[config.mk]
export PLATFORM = sky130hd
export DESIGN_NAME = spm_top
export DESIGN_NICKNAME = d
export VERILOG_FILES = /design/src/verilog/spm_pkg.sv /design/src/verilog/spm_top.sv /design/src/verilog/spm_ball_mux.sv
export SDC_FILE = /design/constraint.sdc
export NUM_CORES = 1
export LEC_CHECK = 0
export BUFFER_PORTS_ARGS = -buffer_cell sky130_fd_sc_hd__buf_2
export CAP_MARGIN = 5
export CORE_UTILIZATION = 57
export DETAILED_ROUTE_END_ITERATION = 7
export PLACE_DENSITY_LB_ADDON = 0.2
export SYNTH_ARGS = -nofsm -noshare
export SYNTH_HDL_FRONTEND = slang
export SYNTH_SLANG_ARGS = --single-unit
[constraint.sdc]
create_clock -name core_clk -period 1.3 [get_ports core_clk]
set_input_delay 0.065 -clock core_clk [delete_from_list [all_inputs] [get_ports core_clk]]
set_output_delay 0.065 -clock core_clk [all_outputs]
set_load 0.05 [all_outputs]
[src/verilog/spm_pkg.sv]
// Package for the serial port pin mux: register map, field positions and codes.
package spm_pkg;

   // Register indices on the plain register port (chosen map).
   localparam logic [3:0] SPM_ADDR_MUX8 = 4'h0;
   localparam logic [3:0] SPM_ADDR_MUX9 = 4'h1;
   localparam logic [3:0] SPM_ADDR_MUX10 = 4'h2;
   localparam logic [3:0] SPM_ADDR_PULLDN = 4'h3;
   localparam logic [3:0] SPM_ADDR_PULLEN = 4'h4;
   localparam logic [3:0] SPM_ADDR_STATUS = 4'h5;

   // Reset values.
   localparam logic [31:0] SPM_MUX_RST = 32'h00000000;
   localparam logic [31:0] SPM_PULL_RST = 32'h00000000;

   // Select field low bit positions; every field is three bits wide.
   localparam int SPM_TX_LSB = 21;
   localparam int SPM_RTS_LSB = 12;
   localparam int SPM_DTR_A_LSB = 3;
   localparam int SPM_DTR_B_LSB = 0;
   localparam int SPM_DSR_A_LSB = 0;
   localparam int SPM_DSR_B_LSB = 27;

   // Select codes.
   localparam logic [2:0] SPM_CODE_DEFAULT = 3'h0;
   localparam logic [2:0] SPM_CODE_ALT1 = 3'h1;
   localparam logic [2:0] SPM_CODE_ALT2 = 3'h2;
   localparam logic [2:0] SPM_CODE_ALT3 = 3'h3;
   localparam logic [2:0] SPM_CODE_ALT4 = 3'h4;

   // Number of muxed balls handled here.
   localparam int SPM_NBALL = 6;

   // Ball indices.
   localparam int SPM_BALL_TX = 0;
   localparam int SPM_BALL_RTS = 1;
   localparam int SPM_BALL_DTR_A = 2;
   localparam int SPM_BALL_DTR_B = 3;
   localparam int SPM_BALL_DSR_A = 4;
   localparam int SPM_BALL_DSR_B = 5;

   // Five candidate sources for one ball: default plus four alternates.
   typedef struct packed {
      logic [4:0] out;
      logic [4:0] oe_n;
   } spm_src_t;

   // Register port request.
   typedef struct packed {
      logic [3:0]  addr;
      logic [31:0] wdata;
      logic        wr;
      logic        rd;
   } spm_req_t;

endpackage

[src/verilog/spm_top.sv]
// Top of the serial port pin mux: registers, ball selection and pull controls.
//
// Contract
// [RULE1] Transmit reaches its ball only when mux nine bits 23:21 hold 001.
// [RULE2] Receive is connected to its ball from reset, no write needed.
// [RULE3] Clear-to-send is connected to its ball from reset, no write needed.
// [RULE4] Request-to-send reaches its ball only when mux nine bits 14:12 hold 001.
// [RULE5] Terminal-ready: ball A via mux eight 5:3=010, ball B via mux ten 2:0=010.
// [RULE6] Set-ready: ball A via mux eight 2:0=010, ball B via mux nine 29:27=010.
// [RULE7] After reset muxed signals stay off their balls until software selects them.
// [RULE8] Software enables pull-up or pull-down per capable pin.
// [RULE9] A ball may select among up to five peripheral signals.
// [RULE10] Each ball has one source; unassigned codes keep the default function. Here only codes 5 to 7 do; empty slots below 5 float the ball.
module spm_top (
   // Clock and reset
   input  wire logic                          core_clk,
   input  wire logic                          rst_n,
   // Register port
   input  wire logic [3:0]                    reg_addr,
   input  wire logic [31:0]                   reg_wdata,
   input  wire logic                          reg_wr,
   input  wire logic                          reg_rd,
   output logic [31:0]                        reg_rdata,
   // Serial port side
   input  wire logic                          serial_port_one_transmit,
   input  wire logic                          serial_port_one_request_to_send,
   input  wire logic                          serial_port_one_terminal_ready,
   input  wire logic                          serial_port_one_set_ready,
   output logic                               serial_port_one_receive,
   output logic                               serial_port_one_clear_to_send,
   // Default functions of the muxed balls and their alternates
   input  wire logic [spm_pkg::SPM_NBALL-1:0] dflt_out,
   input  wire logic [spm_pkg::SPM_NBALL-1:0] dflt_oe_n,
   input  wire logic [spm_pkg::SPM_NBALL-1:0] alt_out,
   // Balls
   input  wire logic                          rx_ball_in,
   input  wire logic                          cts_ball_in,
   output logic [spm_pkg::SPM_NBALL-1:0]      ball_out,
   output logic [spm_pkg::SPM_NBALL-1:0]      ball_oe_n,
   output logic [spm_pkg::SPM_NBALL-1:0]      ball_pull_up_en,
   output logic [spm_pkg::SPM_NBALL-1:0]      ball_pull_down_en
);

   import spm_pkg::*;

   spm_req_t    req;
   logic [31:0] mux8_r;
   logic [31:0] mux9_r;
   logic [31:0] mux10_r;
   logic [31:0] pulldn_r;
   logic [31:0] pullen_r;
   logic [1:0]  rx_sync_r;
   logic [1:0]  cts_sync_r;
   logic [31:0] rdata_nxt;
   logic [2:0]  sel [SPM_NBALL];
   logic [SPM_NBALL-1:0] pu_nxt;
   logic [SPM_NBALL-1:0] pd_nxt;
   logic [SPM_NBALL-1:0] status_w;

   assign req = '{addr: reg_addr, wdata: reg_wdata, wr: reg_wr, rd: reg_rd};

   // [RULE1] Transmit select field
   assign sel[SPM_BALL_TX] = mux9_r[SPM_TX_LSB +: 3];
   // [RULE4] Request-to-send select field
   assign sel[SPM_BALL_RTS] = mux9_r[SPM_RTS_LSB +: 3];
   // [RULE5] Terminal-ready select fields
   assign sel[SPM_BALL_DTR_A] = mux8_r[SPM_DTR_A_LSB +: 3];
   assign sel[SPM_BALL_DTR_B] = mux10_r[SPM_DTR_B_LSB +: 3];
   // [RULE6] Set-ready select fields
   assign sel[SPM_BALL_DSR_A] = mux8_r[SPM_DSR_A_LSB +: 3];
   assign sel[SPM_BALL_DSR_B] = mux9_r[SPM_DSR_B_LSB +: 3];

   // Source lists per ball; slot 0 is the ball's default function.
   spm_src_t src [SPM_NBALL];

   // [RULE1] Transmit on code 001
   assign src[SPM_BALL_TX] = '{out:  {alt_out[0], 1'h0, 1'h0, serial_port_one_transmit, dflt_out[0]},
                               oe_n: {1'h0, 1'h1, 1'h1, 1'h0, dflt_oe_n[0]}};
   // [RULE4] Request-to-send on code 001
   assign src[SPM_BALL_RTS] = '{out:  {alt_out[1], 1'h0, 1'h0, serial_port_one_request_to_send, dflt_out[1]},
                                oe_n: {1'h0, 1'h1, 1'h1, 1'h0, dflt_oe_n[1]}};
   // [RULE5] Terminal-ready on code 010
   assign src[SPM_BALL_DTR_A] = '{out:  {alt_out[2], 1'h0, serial_port_one_terminal_ready, 1'h0, dflt_out[2]},
                                  oe_n: {1'h0, 1'h1, 1'h0, 1'h1, dflt_oe_n[2]}};
   assign src[SPM_BALL_DTR_B] = '{out:  {alt_out[3], 1'h0, serial_port_one_terminal_ready, 1'h0, dflt_out[3]},
                                  oe_n: {1'h0, 1'h1, 1'h0, 1'h1, dflt_oe_n[3]}};
   // [RULE6] Set-ready on code 010
   assign src[SPM_BALL_DSR_A] = '{out:  {alt_out[4], 1'h0, serial_port_one_set_ready, 1'h0, dflt_out[4]},
                                  oe_n: {1'h0, 1'h1, 1'h0, 1'h1, dflt_oe_n[4]}};
   assign src[SPM_BALL_DSR_B] = '{out:  {alt_out[5], 1'h0, serial_port_one_set_ready, 1'h0, dflt_out[5]},
                                  oe_n: {1'h0, 1'h1, 1'h0, 1'h1, dflt_oe_n[5]}};

   // [RULE10] One selector per ball
   genvar g;
   generate
      for (g = 0; g < SPM_NBALL; g++) begin : g_ball
         spm_ball_mux u_mux (
            .core_clk (core_clk),
            .rst_n    (rst_n),
            .sel      (sel[g]),
            .src      (src[g]),
            .pad_out  (ball_out[g]),
            .pad_oe_n (ball_oe_n[g])
         );
         assign status_w[g] = (sel[g] != SPM_CODE_DEFAULT);
      end
   endgenerate

   // [RULE8] Pull enables; a set pull-down bit turns the pull into a pull-down.
   assign pd_nxt = pullen_r[SPM_NBALL-1:0] & pulldn_r[SPM_NBALL-1:0];
   assign pu_nxt = pullen_r[SPM_NBALL-1:0] & ~pulldn_r[SPM_NBALL-1:0];

   // Read decode; unmapped addresses read as zero.
   assign rdata_nxt = (req.addr == SPM_ADDR_MUX8)   ? mux8_r :
                      (req.addr == SPM_ADDR_MUX9)   ? mux9_r :
                      (req.addr == SPM_ADDR_MUX10)  ? mux10_r :
                      (req.addr == SPM_ADDR_PULLDN) ? pulldn_r :
                      (req.addr == SPM_ADDR_PULLEN) ? pullen_r :
                      (req.addr == SPM_ADDR_STATUS) ? {26'h0000000, status_w} :
                      32'h00000000;

   // [RULE7] Registers clear so every muxed ball keeps its default function.
   always_ff @(posedge core_clk) begin
      if (!rst_n) begin
         mux8_r   <= SPM_MUX_RST;
         mux9_r   <= SPM_MUX_RST;
         mux10_r  <= SPM_MUX_RST;
         pulldn_r <= SPM_PULL_RST;
         pullen_r <= SPM_PULL_RST;
      end else if (req.wr) begin
         if (req.addr == SPM_ADDR_MUX8) begin
            mux8_r <= req.wdata;
         end else if (req.addr == SPM_ADDR_MUX9) begin
            mux9_r <= req.wdata;
         end else if (req.addr == SPM_ADDR_MUX10) begin
            mux10_r <= req.wdata;
         end else if (req.addr == SPM_ADDR_PULLDN) begin
            pulldn_r <= req.wdata;
         end else if (req.addr == SPM_ADDR_PULLEN) begin
            pullen_r <= req.wdata;
         end
      end
   end

   always_ff @(posedge core_clk) begin
      if (!rst_n) begin
         reg_rdata         <= 32'h00000000;
         ball_pull_up_en   <= '0;
         ball_pull_down_en <= '0;
      end else begin
         reg_rdata         <= req.rd ? rdata_nxt : 32'h00000000;
         ball_pull_up_en   <= pu_nxt;
         ball_pull_down_en <= pd_nxt;
      end
   end

   // Ball inputs are asynchronous, so both pass two synchroniser flops and an output flop before use.
   always_ff @(posedge core_clk) begin
      if (!rst_n) begin
         rx_sync_r                     <= 2'h3;
         cts_sync_r                    <= 2'h3;
         serial_port_one_receive       <= 1'h1;
         serial_port_one_clear_to_send <= 1'h1;
      end else begin
         rx_sync_r                     <= {rx_sync_r[0], rx_ball_in};
         cts_sync_r                    <= {cts_sync_r[0], cts_ball_in};
         // [RULE2] Receive always connected
         serial_port_one_receive       <= rx_sync_r[1];
         // [RULE3] Clear-to-send always connected
         serial_port_one_clear_to_send <= cts_sync_r[1];
      end
   end

endmodule

[src/verilog/spm_ball_mux.sv]
// One ball's five-way function selector with registered outputs.
module spm_ball_mux (
   // Clock and reset
   input  wire logic              core_clk,
   input  wire logic              rst_n,
   // Selection
   input  wire logic [2:0]        sel,
   input  wire spm_pkg::spm_src_t src,
   // Ball drive
   output logic                   pad_out,
   output logic                   pad_oe_n
);

   import spm_pkg::*;

   logic [2:0] idx;

   // [RULE9] Five way choice
   // [RULE10] Unknown codes keep default
   assign idx = (sel <= SPM_CODE_ALT4) ? sel : SPM_CODE_DEFAULT;

   always_ff @(posedge core_clk) begin
      if (!rst_n) begin
         pad_out  <= 1'h0;
         pad_oe_n <= 1'h1;
      end else begin
         pad_out  <= src.out[idx];
         pad_oe_n <= src.oe_n[idx];
      end
   end

endmodule

==> metrics.md <==
| Metric | Value |
|---|---|
| Final hold vios | `0` |
| # Post-CTS Setup Buffers | `0` |
| Antenna Cells | `0` |
| Placer congestion estimate | `0.8574` |
| Worst Path Buf+Inv | `0` |
| CP startpoint kind | `register` |
| IO buf count | `~120` |
| Mean post-synth cell area | `8.228 µm²` |
| IR Drop Worst-Case VDD | `0.001328 V` |
| H-tree depth | `1` |
| YS warnings | `0` |
| Worst path max stage delay | `~0.4 ns` |
| DRT Pass-1 Iters | `5` |
| Layout cells sized above 1 | `between 10% and 20%` |
| CTS root buf | `clkbuf_16` |
| Outcome | `finished clean` |
| Max-slew violations | `0` |
| CTS clock-pin slew for the worst setup and hold paths | `0.06 ns` |
| Slew headroom | `between 40% and 50%` |
| Final Cell Area | `~12000 µm²` |
| Yosys top cell area share | `between 40 and 50%` |
| Area of the mapped netlist | `slightly above 9000 µm²` |
| Dpl cells | `approximately 1500` |
| Synth area leader | `dfxtp_1` |
| Via count | `around 8600` |
| Starting DRT DRC Count | `slightly above 700` |
| First-pass GRT wire length | `approximately 42000 µm` |
| Maxcap violations | `0` |
| Top_reg_cell synth | `dfxtp_1` |
| Resized Gates After CTS | `0` |
| Per-cell routed wire length | `16.86 µm` |
| Power per cell area | `~1300 nW/µm²` |
| CORE AREA | `between 15000 and 20000 µm²` |
| Post-DP Area | `roughly 10000 µm²` |
| Crit. End Element | `register` |
| Asr flop ratio synth | `0%` |
| Flops & latches, synth | `approximately 220` |
| WP data arrival | `1.63 ns` |
| Area of the die | `between 15000 and 20000 µm²` |
| Hold Path Class | `in2reg` |
| Post-layout nets | `between 1000 and 1500` |
| Worst EP required | `1.68 ns` |
| Num ports | `122` |
| DIE HEIGHT | `130.1 µm` |
| Crit-path slowest cell | `or3_1` |
| Pin count of the biggest net entering global routing | `roughly 190` |
| Synth area leaders | `dfxtp_1 (48%), nand2_1 (15%), a21boi_0 (8.0%)` |
| Post-Syn Nets | `1200` |
| Final WL | `26220 µm` |
| Number of remaining DRC errors | `0` |
| Die W | `about 130 µm` |
| CP Class | `reg2reg` |
| Worst Skew | `a little over 0.006 ns` |
| Site Rows | `46` |
| Post-route clock period utilization | `95.99%` |
| Crit path max fanout | `4` |
| Top delay family on crit path | `simple AND/OR/NAND/NOR gates` |
| Grt total ovfl | `0` |
| CP Cell Sequence | `nand2b_1 > or3_1 > nand3_1 > a21oi_1` |
| Post-route antenna net violation count | `0` |
| FMAX | `around 800 MHz` |
| Area Overhead vs Synth | `26.02%` |
| Post-synthesis sequential area ratio | `between 40% and 50%` |
| P_leak | `~4.6 nW` |
| Maximum clock path buffer count | `3` |
| DPL Wire Length | `between 15000 and 20000 µm` |
| Pwr Total | `between 0.015 and 0.02 W` |
| Syn Inst Count | `~1100` |
| Final number of setup-violating endpoints | `0` |
| Initial antenna violation count | `0` |
| Finished Layout Cells | `between 1500 and 2000` |
| Worst-Margin Slew | `around 0.76 ns` |
| Starting Density | `58.63%` |
| Vias in the first global route | `just over 8000` |
| Post-synth EDFFs | `0` |
| Total track usage | `31.42%` |
| RSZ-0062 raised after global routing | `no` |
| TritonCTS Sinks | `between 200 and 250` |
| Min Clock Period, post-route | `~1.2 ns` |
| Yosys cell types | `36` |
| CTS tree | `built` |
| DR vias/cell | `5.523` |
| TritonCTS buffer count | `23` |
| Clk Latency, worst-skew pair | `about 0.50 ns` |
-- cell families (layout without fill, tap and decap cells) --
family	count (synthesis)	in the layout	share of synthesized area [%]
DFF	222	222	47.55
buffers and inverters	97	300	5.422
and+or+nand+nor	490	490	22.34
muxes	23	23	2.570
AOI/OAI and AO/OA	304	304	22.12
-- layout by cell type (no fill, tap or decap), drive strengths merged --
cell | netlist | layout
clkinv | 0 | 5
clkbuf | 37 | 30
nand3 | 8 | 8
mux2 | 8 | 8
buf | 58 | 205
o211ai | 7 | 7
and2 | 9 | 9
inv | 2 | 2
clkinvlp | 0 | 1
nand4 | 1 | 1
a22oi | 17 | 17
a21oi | 41 | 41
nand2 | 369 | 369
nand2b | 36 | 36
and4 | 1 | 1
a31oi | 9 | 9
and3 | 13 | 13
a22o | 9 | 9
o22a | 6 | 6
mux2i | 15 | 15
nor4b | 1 | 1
or3 | 2 | 2
o31ai | 2 | 2
dlygate4sd3 | 0 | 53
and2b | 2 | 2
bufinv | 0 | 4
nor2 | 23 | 23
o22ai | 10 | 10
nor3b | 5 | 5
o21ai | 43 | 43
nor3 | 14 | 14
dfxtp | 222 | 222
nor2b | 6 | 6
a21boi | 160 | 160
-- cells in the mapped netlist (all sizes together) (2+ instances only) --
library cell	count
inv	2
dfxtp	222
o22ai	10
and2b	2
mux2i	15
clkbuf	37
mux2	8
a31oi	9
nor2	23
nor2b	6
nand2	369
and3	13
a22oi	17
nand2b	36
o31ai	2
buf	58
and2	9
nor3b	5
o211ai	7
o22a	6
a21oi	41
a22o	9
o21ai	43
a21boi	160
nand3	8
nor3	14
or3	2
-- through the flow --
stage / hold WS (ns) / worst slack [ns] / TNS, ns / utilization [%]
3_3_place_gp: 0.2479 / -0.04597 / -1.597 / 65.51
3_5_place_dp: 0.2502 / -0.1076 / -4.121 / 65.51
2_1_floorplan: 0.1665 / 0.1869 / 0 / -
5_1_grt: 0.01891 / 0.008932 / 0 / 73.88
6_report: 0.007273 / 0.05217 / 0 / 73.88
4_1_cts: 0.002130 / 0.06090 / 0 / 73.88
-- registers in the layout (all words and copies together), names as in the netlist --
name / flops
rx_sync_r: 2
g_ball.u_mux.pad_oe_n: 6
serial_port_one_receive: 1
g_ball.u_mux.pad_out: 6
mux9_r: 32
serial_port_one_clear_to_send: 1
pullen_r: 32
ball_pull_up_en: 6
pulldn_r: 32
mux10_r: 32
reg_rdata: 32
cts_sync_r: 2
mux8_r: 32
ball_pull_down_en: 6
-- final timing paths --
kind / startpoint / end / cells after the start / slack (ns)
setup / recovery: mux9_r[14] / reg_rdata[1] / 4 / 0.05
hold reg to reg: cts_sync_r[1] / serial_port_one_clear_to_send / 1 / 0.41
setup reg to reg: mux9_r[14] / reg_rdata[1] / 4 / 0.05
hold / removal: serial_port_one_terminal_ready / g_ball[3].u_mux.pad_out / 5 / 0.007
-- repair_timing --
action                                  in CTS  in global routing
hold buffers                                53                  0
endpoints found under the setup margin       0                  0
endpoints found under the hold margin      174                  0
-- worst register-to-register path: cells and delay by family, from the launching register on --
family	cells	cell delay [ns]
AO/OA/AOI/OAI	1	0.07
AND/OR/NAND/NOR	3	0.71
flip-flops	1	0.35
-- power breakdown --
part	internal, W	switching, W
combinational	0.000563	0.000747
clock	0.00431	0.00265
sequential	0.00691	0.0000565
-- cell type report --
cell class	count	area, µm²
clock buffers	30	651.9
fillers	1216	4164
inverters	2	7.507
repair buffers	258	1857
well taps	216	270.3
flip-flops and latches	222	4444
clock inverters	10	152.6
multi-input cells	817	4395
-- per-layer routing --
metal / wire, µm / share of wire [%] / vias to the layer above / GRT usage [%]
li1: - / - / 4156 / -
met1: 11260 / 43 / 4055 / 40.75
met2: 12520 / 48 / 333 / 53.60
met3: 1852 / 7.1 / 45 / 4.797
met4: 596 / 2.3 / 0 / 10.05
met5: 0 / 0 / - / 0
Power figures use the tool's default switching activity.
